===== config.mk =====
export PLATFORM = sky130hd
export DESIGN_NAME = fesrp_host
export DESIGN_NICKNAME = d
export VERILOG_FILES = /design/src/fesrp_pkg.sv /design/src/fesrp_host.sv
export SDC_FILE = /design/constraint.sdc
export NUM_CORES = 1
export LEC_CHECK = 0
export BUFFER_PORTS_ARGS = -buffer_cell sky130_fd_sc_hd__buf_2
export CORE_ASPECT_RATIO = 1.1
export CORE_MARGIN = 10
export CORE_UTILIZATION = 40
export DETAILED_ROUTE_END_ITERATION = 16
export PLACE_DENSITY_LB_ADDON = 0.08
export SLEW_MARGIN = 20
export SYNTH_ARGS = -nofsm -noshare
export SYNTH_HDL_FRONTEND = slang
export SYNTH_SLANG_ARGS = --single-unit

===== constraint.sdc =====
create_clock -name CLK -period 2.79 [get_ports CLK]
set_input_delay 0 -clock CLK [delete_from_list [all_inputs] [get_ports CLK]]
set_output_delay 0 -clock CLK [all_outputs]
set_load 0.02 [all_outputs]

===== src/fesrp_pkg.sv =====
// Constants for the flash status and reset host controller.
// Assumes a 50 MHz system clock driving all controller logic.
package fesrp_pkg;
	// ********************************
	// Clock
	// ********************************
	localparam int CLK_PERIOD_NS = 20;
	// ********************************
	// Bus widths
	// ********************************
	localparam int ADDR_W = 20;
	localparam int DATA_W = 8;
	localparam int SECT_LSB = 12;
	localparam int SECT_MSB = 18;
	localparam int SECT_W = SECT_MSB - SECT_LSB + 1;
	localparam int POLL_BIT = 7;
	localparam int TOGGLE_BIT = 6;
	// ********************************
	// Timing in their own units
	// ********************************
	localparam int T_RST_PULSE_NS = 500;
	localparam int T_RST_HIGH_NS = 50;
	localparam int T_READY_ALGO_US = 20;
	localparam int T_READ_PULSE_NS = 100;
	localparam int T_CE_HIGH_NS = 40;
	localparam int T_WE_PULSE_NS = 60;
	// ********************************
	// Cycle counts, least times rounded up
	// ********************************
	localparam int RST_PULSE_CYC = (T_RST_PULSE_NS + CLK_PERIOD_NS - 1) / CLK_PERIOD_NS;
	localparam int RST_HIGH_CYC = (T_RST_HIGH_NS + CLK_PERIOD_NS - 1) / CLK_PERIOD_NS;
	localparam int READY_ALGO_CYC = (T_READY_ALGO_US * 1000 + CLK_PERIOD_NS - 1) / CLK_PERIOD_NS;
	localparam int READ_CYC = (T_READ_PULSE_NS + CLK_PERIOD_NS - 1) / CLK_PERIOD_NS;
	localparam int CE_HIGH_CYC = (T_CE_HIGH_NS + CLK_PERIOD_NS - 1) / CLK_PERIOD_NS;
	localparam int WE_CYC = (T_WE_PULSE_NS + CLK_PERIOD_NS - 1) / CLK_PERIOD_NS;
	localparam int CNT_W = 16;
	// ********************************
	// Erase command words
	// ********************************
	localparam logic [DATA_W-1:0] CMD_AA = 8'haa;
	localparam logic [DATA_W-1:0] CMD_55 = 8'h55;
	localparam logic [DATA_W-1:0] CMD_80 = 8'h80;
	localparam logic [DATA_W-1:0] CMD_SECT = 8'h30;
	localparam logic [ADDR_W-1:0] ADR_555 = 20'h00aaa;
	localparam logic [ADDR_W-1:0] ADR_2AA = 20'h00555;
	localparam int CMD_LEN = 6;
	localparam logic [CNT_W-1:0] POLL_LIMIT = 16'hffff;
	typedef enum logic [2:0] {
		FS_RESET = 3'b000,
		FS_RECOVER = 3'b001,
		FS_IDLE = 3'b010,
		FS_WRITE = 3'b011,
		FS_WGAP = 3'b100,
		FS_READ = 3'b101,
		FS_CEHI = 3'b110,
		FS_DONE = 3'b111
	} fesrp_state_t;
endpackage


===== src/fesrp_host.sv =====
// Host-side controller that issues a sector erase to the flash and polls completion.
// Assumes the flash data pins return through DQ_I; pin inputs are asynchronous.
// Function
// - Host raises and drops chip enable between each status read.
// - Host polls with an address inside the target sector.
// - Many suspend/resume loops add 10 ms to erase time.
// - Host holds reset low at least 500 ns.
// - Host keeps reset high at least 50 ns before a read.
// - Temporary unprotect needs high voltage reset 4 us before writes.
// - Protect write pulse at least 100 ns, typically 10 us.
// - Unprotect write pulse at least 100 ns, typically 12 ms.
// - Output enable 4 us before write enable; 4 us per voltage step.
`timescale 1ns/1ps
module fesrp_host
	import fesrp_pkg::*;
#(
	parameter int READY_CYC = READY_ALGO_CYC
)
(
	input wire logic CLK,
	input wire logic RST,
	input wire logic START,
	input wire logic [fesrp_pkg::SECT_W-1:0] SECTOR,
	input wire logic HW_RESET,
	output logic BUSY,
	output logic DONE,
	output logic ERROR,
	output logic [fesrp_pkg::ADDR_W-1:0] A,
	output logic [fesrp_pkg::DATA_W-1:0] DQ_O,
	output logic DQ_OE,
	input wire logic [fesrp_pkg::DATA_W-1:0] DQ_I,
	output logic CE_N,
	output logic OE_N,
	output logic WE_N,
	output logic RESET_N
);
	fesrp_state_t state_ff, nxt_state;
	logic [CNT_W-1:0] cnt_ff;
	logic [2:0] step_ff;
	logic [CNT_W-1:0] polls_ff;
	logic [SECT_W-1:0] sect_ff;
	logic [DATA_W-1:0] dq_meta_ff, dq_sync_ff, last_ff, prev_ff;
	logic have_last_ff, have_prev_ff;
	logic [CNT_W-1:0] rst_low_ff;
	logic cnt_done;
	logic [ADDR_W-1:0] sect_addr;
	logic [ADDR_W-1:0] cmd_addr;
	logic [DATA_W-1:0] cmd_data;
	logic status_done;

	// ********************************
	// Pin input synchroniser
	// ********************************
	always_ff @(posedge CLK or posedge RST)
	begin
		if (RST)
		begin
			dq_meta_ff <= 8'h00;
			dq_sync_ff <= 8'h00;
		end
		else
		begin
			dq_meta_ff <= DQ_I;
			dq_sync_ff <= dq_meta_ff;
		end
	end

	// ********************************
	// Command sequence decode
	// ********************************
	assign cnt_done = (cnt_ff == '0);
	// Sector number placed on address bits 18 to 12, with the top bit zero
	assign sect_addr = {{(ADDR_W-SECT_MSB-1){1'b0}}, sect_ff, {SECT_LSB{1'b0}}};
	always_comb
	begin
		cmd_addr = ADR_555;
		cmd_data = CMD_AA;
		case (step_ff)
			3'h0: begin cmd_addr = ADR_555; cmd_data = CMD_AA; end
			3'h1: begin cmd_addr = ADR_2AA; cmd_data = CMD_55; end
			3'h2: begin cmd_addr = ADR_555; cmd_data = CMD_80; end
			3'h3: begin cmd_addr = ADR_555; cmd_data = CMD_AA; end
			3'h4: begin cmd_addr = ADR_2AA; cmd_data = CMD_55; end
			default: begin cmd_addr = sect_addr; cmd_data = CMD_SECT; end
		endcase
	end
	// Done when two successive reads agree on the toggle bit and poll bit reads 1
	assign status_done = have_prev_ff && (last_ff[TOGGLE_BIT] == prev_ff[TOGGLE_BIT]) && last_ff[POLL_BIT];

	// ********************************
	// Sequencer
	// ********************************
	always_comb
	begin
		nxt_state = state_ff;
		case (state_ff)
			FS_RESET: if (cnt_done) nxt_state = FS_RECOVER;
			FS_RECOVER: if (cnt_done) nxt_state = FS_IDLE;
			FS_IDLE:
			begin
				if (HW_RESET)
					nxt_state = FS_RESET;
				else if (START)
					nxt_state = FS_WRITE;
			end
			FS_WRITE: if (cnt_done) nxt_state = FS_WGAP;
			FS_WGAP:
			begin
				if (cnt_done)
					nxt_state = (step_ff == 3'(CMD_LEN)) ? FS_READ : FS_WRITE;
			end
			FS_READ: if (cnt_done) nxt_state = FS_CEHI;
			FS_CEHI:
			begin
				// No suspend is ever issued, so no extra suspend budget is needed
				if (cnt_done)
					nxt_state = (status_done || polls_ff == POLL_LIMIT) ? FS_DONE : FS_READ;
			end
			FS_DONE: nxt_state = FS_IDLE;
			default: nxt_state = FS_RESET;
		endcase
	end

	always_ff @(posedge CLK or posedge RST)
	begin
		if (RST)
			state_ff <= FS_RESET;
		else
			state_ff <= nxt_state;
	end

	// Phase timer, loaded on each state entry
	always_ff @(posedge CLK or posedge RST)
	begin
		if (RST)
			cnt_ff <= CNT_W'(READY_CYC - 1); // RST may cut a running algorithm
		else if (nxt_state != state_ff || state_ff == FS_IDLE)
		begin
			case (nxt_state)
				FS_RESET: cnt_ff <= CNT_W'(READY_CYC - 1); // Covers 500 ns pulse and 20 us abort
				FS_RECOVER: cnt_ff <= CNT_W'(RST_HIGH_CYC - 1);
				FS_WRITE: cnt_ff <= CNT_W'(WE_CYC - 1);
				FS_READ: cnt_ff <= CNT_W'(READ_CYC - 1);
				default: cnt_ff <= CNT_W'(CE_HIGH_CYC - 1);
			endcase
		end
		else if (!cnt_done)
			cnt_ff <= cnt_ff - 1'b1;
	end

	always_ff @(posedge CLK or posedge RST)
	begin
		if (RST)
			step_ff <= 3'h0;
		else if (state_ff == FS_IDLE)
			step_ff <= 3'h0;
		else if (state_ff == FS_WRITE && cnt_done)
			step_ff <= step_ff + 1'b1;
	end

	always_ff @(posedge CLK or posedge RST)
	begin
		if (RST)
			sect_ff <= '0;
		else if (state_ff == FS_IDLE && START)
			sect_ff <= SECTOR;
	end

	// Status history for the toggle comparison
	always_ff @(posedge CLK or posedge RST)
	begin
		if (RST)
		begin
			last_ff <= 8'h00;
			prev_ff <= 8'h00;
			have_last_ff <= 1'b0;
			have_prev_ff <= 1'b0;
			polls_ff <= '0;
		end
		else if (state_ff == FS_IDLE)
		begin
			have_last_ff <= 1'b0;
			have_prev_ff <= 1'b0;
			polls_ff <= '0;
		end
		else if (state_ff == FS_READ && cnt_done)
		begin
			prev_ff <= last_ff;
			have_prev_ff <= have_last_ff;
			last_ff <= dq_sync_ff;
			have_last_ff <= 1'b1;
			polls_ff <= polls_ff + 1'b1;
		end
	end

	// ********************************
	// Pin drive, all registered
	// ********************************
	always_ff @(posedge CLK or posedge RST)
	begin
		if (RST)
		begin
			RESET_N <= 1'b0;
			CE_N <= 1'b1;
			OE_N <= 1'b1;
			WE_N <= 1'b1;
			A <= '0;
			DQ_O <= 8'h00;
			DQ_OE <= 1'b0;
		end
		else
		begin
			// Logic levels only on reset; no protect or unprotect pulses
			RESET_N <= (nxt_state != FS_RESET);
			// Chip enable drops for each status read and rises between them
			CE_N <= !(nxt_state == FS_WRITE || nxt_state == FS_READ);
			OE_N <= !(nxt_state == FS_READ);
			WE_N <= !(nxt_state == FS_WRITE);
			DQ_OE <= (nxt_state == FS_WRITE);
			DQ_O <= cmd_data;
			// Polling address stays inside the target sector
			A <= (nxt_state == FS_READ) ? sect_addr : cmd_addr;
		end
	end

	always_ff @(posedge CLK or posedge RST)
	begin
		if (RST)
		begin
			DONE <= 1'b0;
			ERROR <= 1'b0;
		end
		else
		begin
			DONE <= (nxt_state == FS_DONE);
			ERROR <= (nxt_state == FS_DONE) && !status_done;
		end
	end

	assign BUSY = (state_ff != FS_IDLE);

	// ********************************
	// Checks
	// ********************************
	// Cycles the reset pin has been held low, for the pulse width check
	always_ff @(posedge CLK or posedge RST)
	begin
		if (RST)
			rst_low_ff <= '0;
		else if (RESET_N)
			rst_low_ff <= '0;
		else
			rst_low_ff <= rst_low_ff + 1'b1;
	end
endmodule


## Word-level counts from Yosys, hierarchy flattened

Cells that the tools add are included.

| storage, ports and cells | value |
|---|---|
| output and inout port bits | 36 |
| logic and storage cells | 95 |
| bits of input ports | 19 |
| bits in registers | 113 |

| operators by class | value |
|---|---|
| add/subtract/negate cells | 3 |
| reduce and logical (&&, ||, !) cells | 25 |
| eq/ne operators | 21 |
| mux-type cells | 25 |
| bitwise operators | 1 |

Operators with widths:

| cell | count |
|---|---|
| $mux 16 | 4 |
| $pmux 19 s2 | 1 |
| $mux 3 | 11 |
| $pmux 10 s3 | 1 |
| $eq 3x3->1 const B | 8 |
| $pmux 3 s8 | 1 |
| $pmux 8 s3 | 1 |
| $mux 20 | 1 |
| $add 16x1->16 const B | 1 |
| $eq 16x16->1 const B | 1 |
| $logic_not 16->1 | 1 |
| $sub 16x1->16 const B | 1 |
| $eq 3x2->1 const B | 5 |
| $eq 3x1->1 const B | 3 |
| $logic_not 3->1 | 3 |
| $logic_and 1x1->1 | 6 |
| $reduce_or 2->1 | 3 |
| $logic_not 1->1 | 4 |
| $mux 1 | 4 |
| $reduce_bool 2->1 | 2 |
| $add 3x1->3 const B | 1 |
| $logic_or 1x1->1 | 3 |
| $ne 3x2->1 const B | 1 |
| $ne 3x3->1 | 1 |
| other kinds (7) | 7 |

## Depth between registers and ports, before layout

| logic depth | value |
|---|---|
| depth after elaboration | 11 |
| mapped depth | 10 |
| gate-level depth less buffers | 9 |

## Least setup slack after synthesis

Ideal clock, no wire load.

| path | value |
|---|---|
| path type | register to register |
| start point | register cnt_ff[0] |
| end point | register polls_ff[15] |
| arrival | 1.901 ns |
| path slack | 0.759 ns |
| data required time | 2.661 ns |
| path buffers | 0 |
| cell stages (with the launch flop) | 9 |
| period minus slack after synthesis | 2.031 ns |
| library setup time | 0.129 ns |
| cells stage by stage | dfstp_2 -> inv_1 -> ha_1 -> nor3b_4 -> nand4_2 -> or4_4 -> nor3_4 -> xnor2_1 -> nor2_2 |

| between the ends | value |
|---|---|
| cells in the longest elaborated chain, start to end | 3 |

RTL lines:

| what | line | RTL |
|---|---|---|
| start, declared | fesrp_host.sv:38 | `logic [CNT_W-1:0] cnt_ff;` |
| start signal, assigned | fesrp_host.sv:136 | `cnt_ff <= CNT_W'(READY_CYC - 1);` |
| start signal, assigned | fesrp_host.sv:140 | `FS_RESET: cnt_ff <= CNT_W'(READY_CYC - 1);` |
| start signal, assigned | fesrp_host.sv:141 | `FS_RECOVER: cnt_ff <= CNT_W'(RST_HIGH_CYC - 1);` |
| $logic_not 16->1 | fesrp_host.sv:71 | `assign cnt_done = (cnt_ff == '0);` |
| $logic_and 1x1->1 | fesrp_host.sv:186 | `else if (state_ff == FS_READ && cnt_done)` |
| $reduce_bool 2->1 (no source line) | - |  |
| end signal, assigned | fesrp_host.sv:192 | `polls_ff <= polls_ff + 1'b1;` |
| end, declared | fesrp_host.sv:40 | `logic [CNT_W-1:0] polls_ff;` |

Every way passes these cells.
A chain may end at the register's enable or synchronous reset.

## Worst setup path after layout

| path | value |
|---|---|
| start point | register cnt_ff[0] |
| end point | register A[15] (netlist bit) |

| between the ends | value |
|---|---|
| cells in the longest elaborated chain, start to end | 5 |
| elaborated cells on any way between the ends | 10 |
| classes of those cells | 1 x eq/ne; 8 x mux; 1 x reduce/logical |

RTL lines:

| what | line | RTL |
|---|---|---|
| $logic_not 16->1 * | fesrp_host.sv:71 |  |
| $mux 3 (tied with other cells) | fesrp_host.sv:116 | `if (cnt_done)` |
| $pmux 3 s8 * | fesrp_host.sv:96 | `case (state_ff)` |
| $eq 3x3->1 * | fesrp_host.sv:222 | `A <= (nxt_state == FS_READ) ? sect_addr : cmd_addr;` |
| $mux 20 * | fesrp_host.sv:222 |  |
| end signal, assigned | fesrp_host.sv:222 |  |
| end, declared | fesrp_host.sv:28 | `output logic [fesrp_pkg::ADDR_W-1:0] A,` |

Mark *: on every way between the ends. The rest lies on a longest branch, timed or not.

==> summary.txt <==
Logic synthesis
  • Syn Std Cell Area: 3613 sq um
  • Top cell type's share of synthesized area: 44.32%
  • Synth cell types: 58
  • Synth async-reset ratio: 100.0%
  • Sequential-to-total area share from yosys stat: 52.32%
  • Synth warn: 0
  • Area leader, netlist: dfrtp_1
  • Synth Flop Type: dfrtp_1
  • Syn nets: 375
  • Ranking of synthesized cells by area: dfrtp_1, dfstp_2, nor2_1
  • Flops & latches, synth: 75
  • Syn_area_per_cell: 10.35 sq um
  • EDFF count, synth: 0
  • Cells after Synth: 349

Detailed routing
  • Drt pass-1 iters: 4
  • WL per Instance: 14.43 microns
  • Final WL: 7.475 mm
  • Initial drt markers: 101
  • DR vias: 2587
  • Vias per cell: 4.994
  • Final ANT Viol Nets: 0
  • # DRC: 0

Worst setup path
  • CP required: 3040 ps
  • CP Buf/Inv Count: 1
  • Critical Path Slowest Stage Cell: and4_1
  • CP max FO: 9
  • CP top delay family: simple AND/OR/NAND/NOR gates
  • Endpoint kind of the worst setup timing path: flip-flop
  • CP Cell Sequence: inv_1, ha_1, nor3b_4, and4_1, nor3_1, a31oi_1, o32ai_1, and2_1
  • CP peak stage delay: 470 ps
  • Critical path type: reg -> reg
  • Crit start category: flip-flop
  • Critical path data arrival time: 2600 ps

CTS
  • TritonCTS clock tree: done
  • Setup bufs post-CTS: 0
  • Clk buf depth: 2
  • Worst skew pair latency: 350 ps
  • Total CTS buffers: 9
  • Clock root buffer master: clkbuf_8
  • Clock Sinks: 75
  • Clock-pin transition on the worst setup and hold timing paths: 80 ps
  • H-tree Lvls: 3

Floorplan
  • Starting Density: 40.93%
  • Top Ports: 55
  • Full die area: 13240 sq um
  • Row cnt: 36
  • Chip Height: 119.7 microns
  • Area of the core: 8828 sq um
  • Die X-Extent: 110.6 microns

STA
  • Min setup slack post-route: 434.6 ps
  • Tightest Pin Transition: 744.0 ps
  • Final setup violation count: 0
  • Final min period: 2355 ps
  • Hold Fails Final Rpt: 0
  • Setup TNS after final layout: 0 ps
  • Max Clock Freq: 0.4246 GHz
  • Worst Skew: 11.67 ps
  • Relative slew slack: 50.24%
  • RSZ-0062 raised after global routing: false
  • Final worst path period share: 84.42%
  • Pins over their slew limit: 0
  • WHS: 189.3 ps

Global routing
  • Initial antenna violation count: 0
  • Largest net degree at the start of global routing: 43
  • First-pass GRT wire length: 12.86 mm
  • Grt total ovfl: 0
  • Vias in the first global route: 2662
  • GR Util All Layers: 11.60%

Power and ir drop
  • Tot Pwr: 2.978 mW
  • Worst VDD drop: 0.2717 mV
  • Leakage power: 1.927 nW
  • Pwr dens: 709.4 nW/um^2

Min path
  • Hold Crit Class: in -> reg

Placed design
  • RD Place Congestion: 0.8020
  • Post-DP Area: 3897 sq um
  • Dpl hpwl: 5.405 mm
  • DP Worst Slack: 421.5 ps
  • Placed insts: 492
  • I/O Buffers: 47

Layout
  • Synth-to-Final Area Change: 16.17%
  • Ant. Diodes: 0
  • Post-Layout Cell Count: 518
  • Layout Nets: 425
  • Post-route cell area: 4198 sq um
  • Post-layout util: 47.55%
  • Share of cells above drive strength 1: 26.49%
  • Fill count: 857

Flow run
  • Max-capacitance violation count: 0

Outcome
  • Status: finished, final reports clean
## layout make-up
class / count / area (sq um) / area share [%]
inverters: 20 / 75.07 / 1.788
repair buffers: 62 / 385.4 / 9.180
clock inverters: 7 / 76.32 / 1.818
multi-input cells: 231 / 1504 / 35.83
well taps: 114 / 142.6 / 3.398
clock buffers: 9 / 123.9 / 2.951
flip-flops and latches: 75 / 1891 / 45.04
## worst min-delay path: stages
cell and delay [ps]:
buf_2 110, nor2b_1 60, a32oi_1 140, o22ai_1 150
## layout by cell type (no fill, tap or decap), drive strengths merged, types with 12 or more instances in the layout
| master | instances |
|---|---|
| xnor2 | 14 |
| nand2 | 30 |
| o21ai | 19 |
| buf | 52 |
| nor2 | 37 |
| inv | 21 |
| nor3 | 12 |
| dfrtp | 64 |
## report_power, final
group | switching (mW) | internal [mW]
Sequential | 0.189 | 1.30
Combinational | 0.342 | 0.311
Clock | 0.422 | 0.417
Total | 0.954 | 2.02
## registers in the layout, summed over array words and instances, names as in the netlist
| name | flops |
|---|---|
| CE_N | 1 |
| cnt_ff | 16 |
| WE_N | 1 |
| A | 9 |
| dq_meta_ff | 2 |
| prev_ff | 1 |
| dq_sync_ff | 2 |
| DONE | 1 |
| state_ff | 3 |
| DQ_OE | 1 |
| step_ff | 3 |
| DQ_O | 5 |
| last_ff | 2 |
| OE_N | 1 |
| have_prev_ff | 1 |
| ERROR | 1 |
| RESET_N | 1 |
| polls_ff | 16 |
| sect_ff | 7 |
| have_last_ff | 1 |
## timing repair
item / 4_1_cts / 5_1_grt
hold endpoints to repair: 37 / 0
hold buffers: 10 / 0
gates resized for setup: 0 / 0
## Yosys cell counts, drive strengths merged, types with 4 or more instances
cell and instances:
dfstp 11, a21oi 11, xor2 8, inv 20, nand2 30, or3 6, xnor2 14, nor3 12
o21ai 19, nand4 8, ha 7, mux2 10, clkbuf 5, nand3 11, dfrtp 64, o22ai 4
and2 8, nor4 6, buf 18, nor2 37
## logic make-up (layout without fill, tap and decap cells)
group,count (synthesis),count (layout),share of synthesized area [%]
AO/OA/AOI/OAI,54,54,9.384
XOR/XNOR,22,22,5.333
adder cells (fa/ha/maj),7,7,2.424
buffers and inverters,43,98,6.060
flip-flops,75,75,52.32
multiplexers,12,12,3.670
other,1,1,0.1038
AND/OR/NAND/NOR,135,135,20.71
## path summary, 6_finish.rpt
path,slack (ps),endpoint,cells past startpoint,from
max,430,A[15]$_DFF_PP0_,8,cnt_ff[0]$_DFFE_PP1P_
min,190,DQ_OE$_DFF_PP0_,4,HW_RESET
max in group asynchronous,1730,cnt_ff[6]$_DFFE_PP1P_,4,RST
max reg2reg,430,A[15]$_DFF_PP0_,8,cnt_ff[0]$_DFFE_PP1P_
min in group asynchronous,320,A[18]$_DFF_PP0_,3,RST
min reg2reg,350,dq_sync_ff[7]$_DFF_PP0_,0,dq_meta_ff[7]$_DFF_PP0_
## routing by layer
metal / part of all wire, % / up-vias / routed length [microns] / GRT usage (%)
li1: - / 1298 / - / -
met1: 47 / 1256 / 3484 / 13.56
met2: 50 / 27 / 3713 / 19.99
met3: 2.6 / 6 / 192 / 3.338
met4: 1.1 / 0 / 85 / 3.909
met5: 0 / - / 0 / 0
Power figures use the tool's default switching activity.
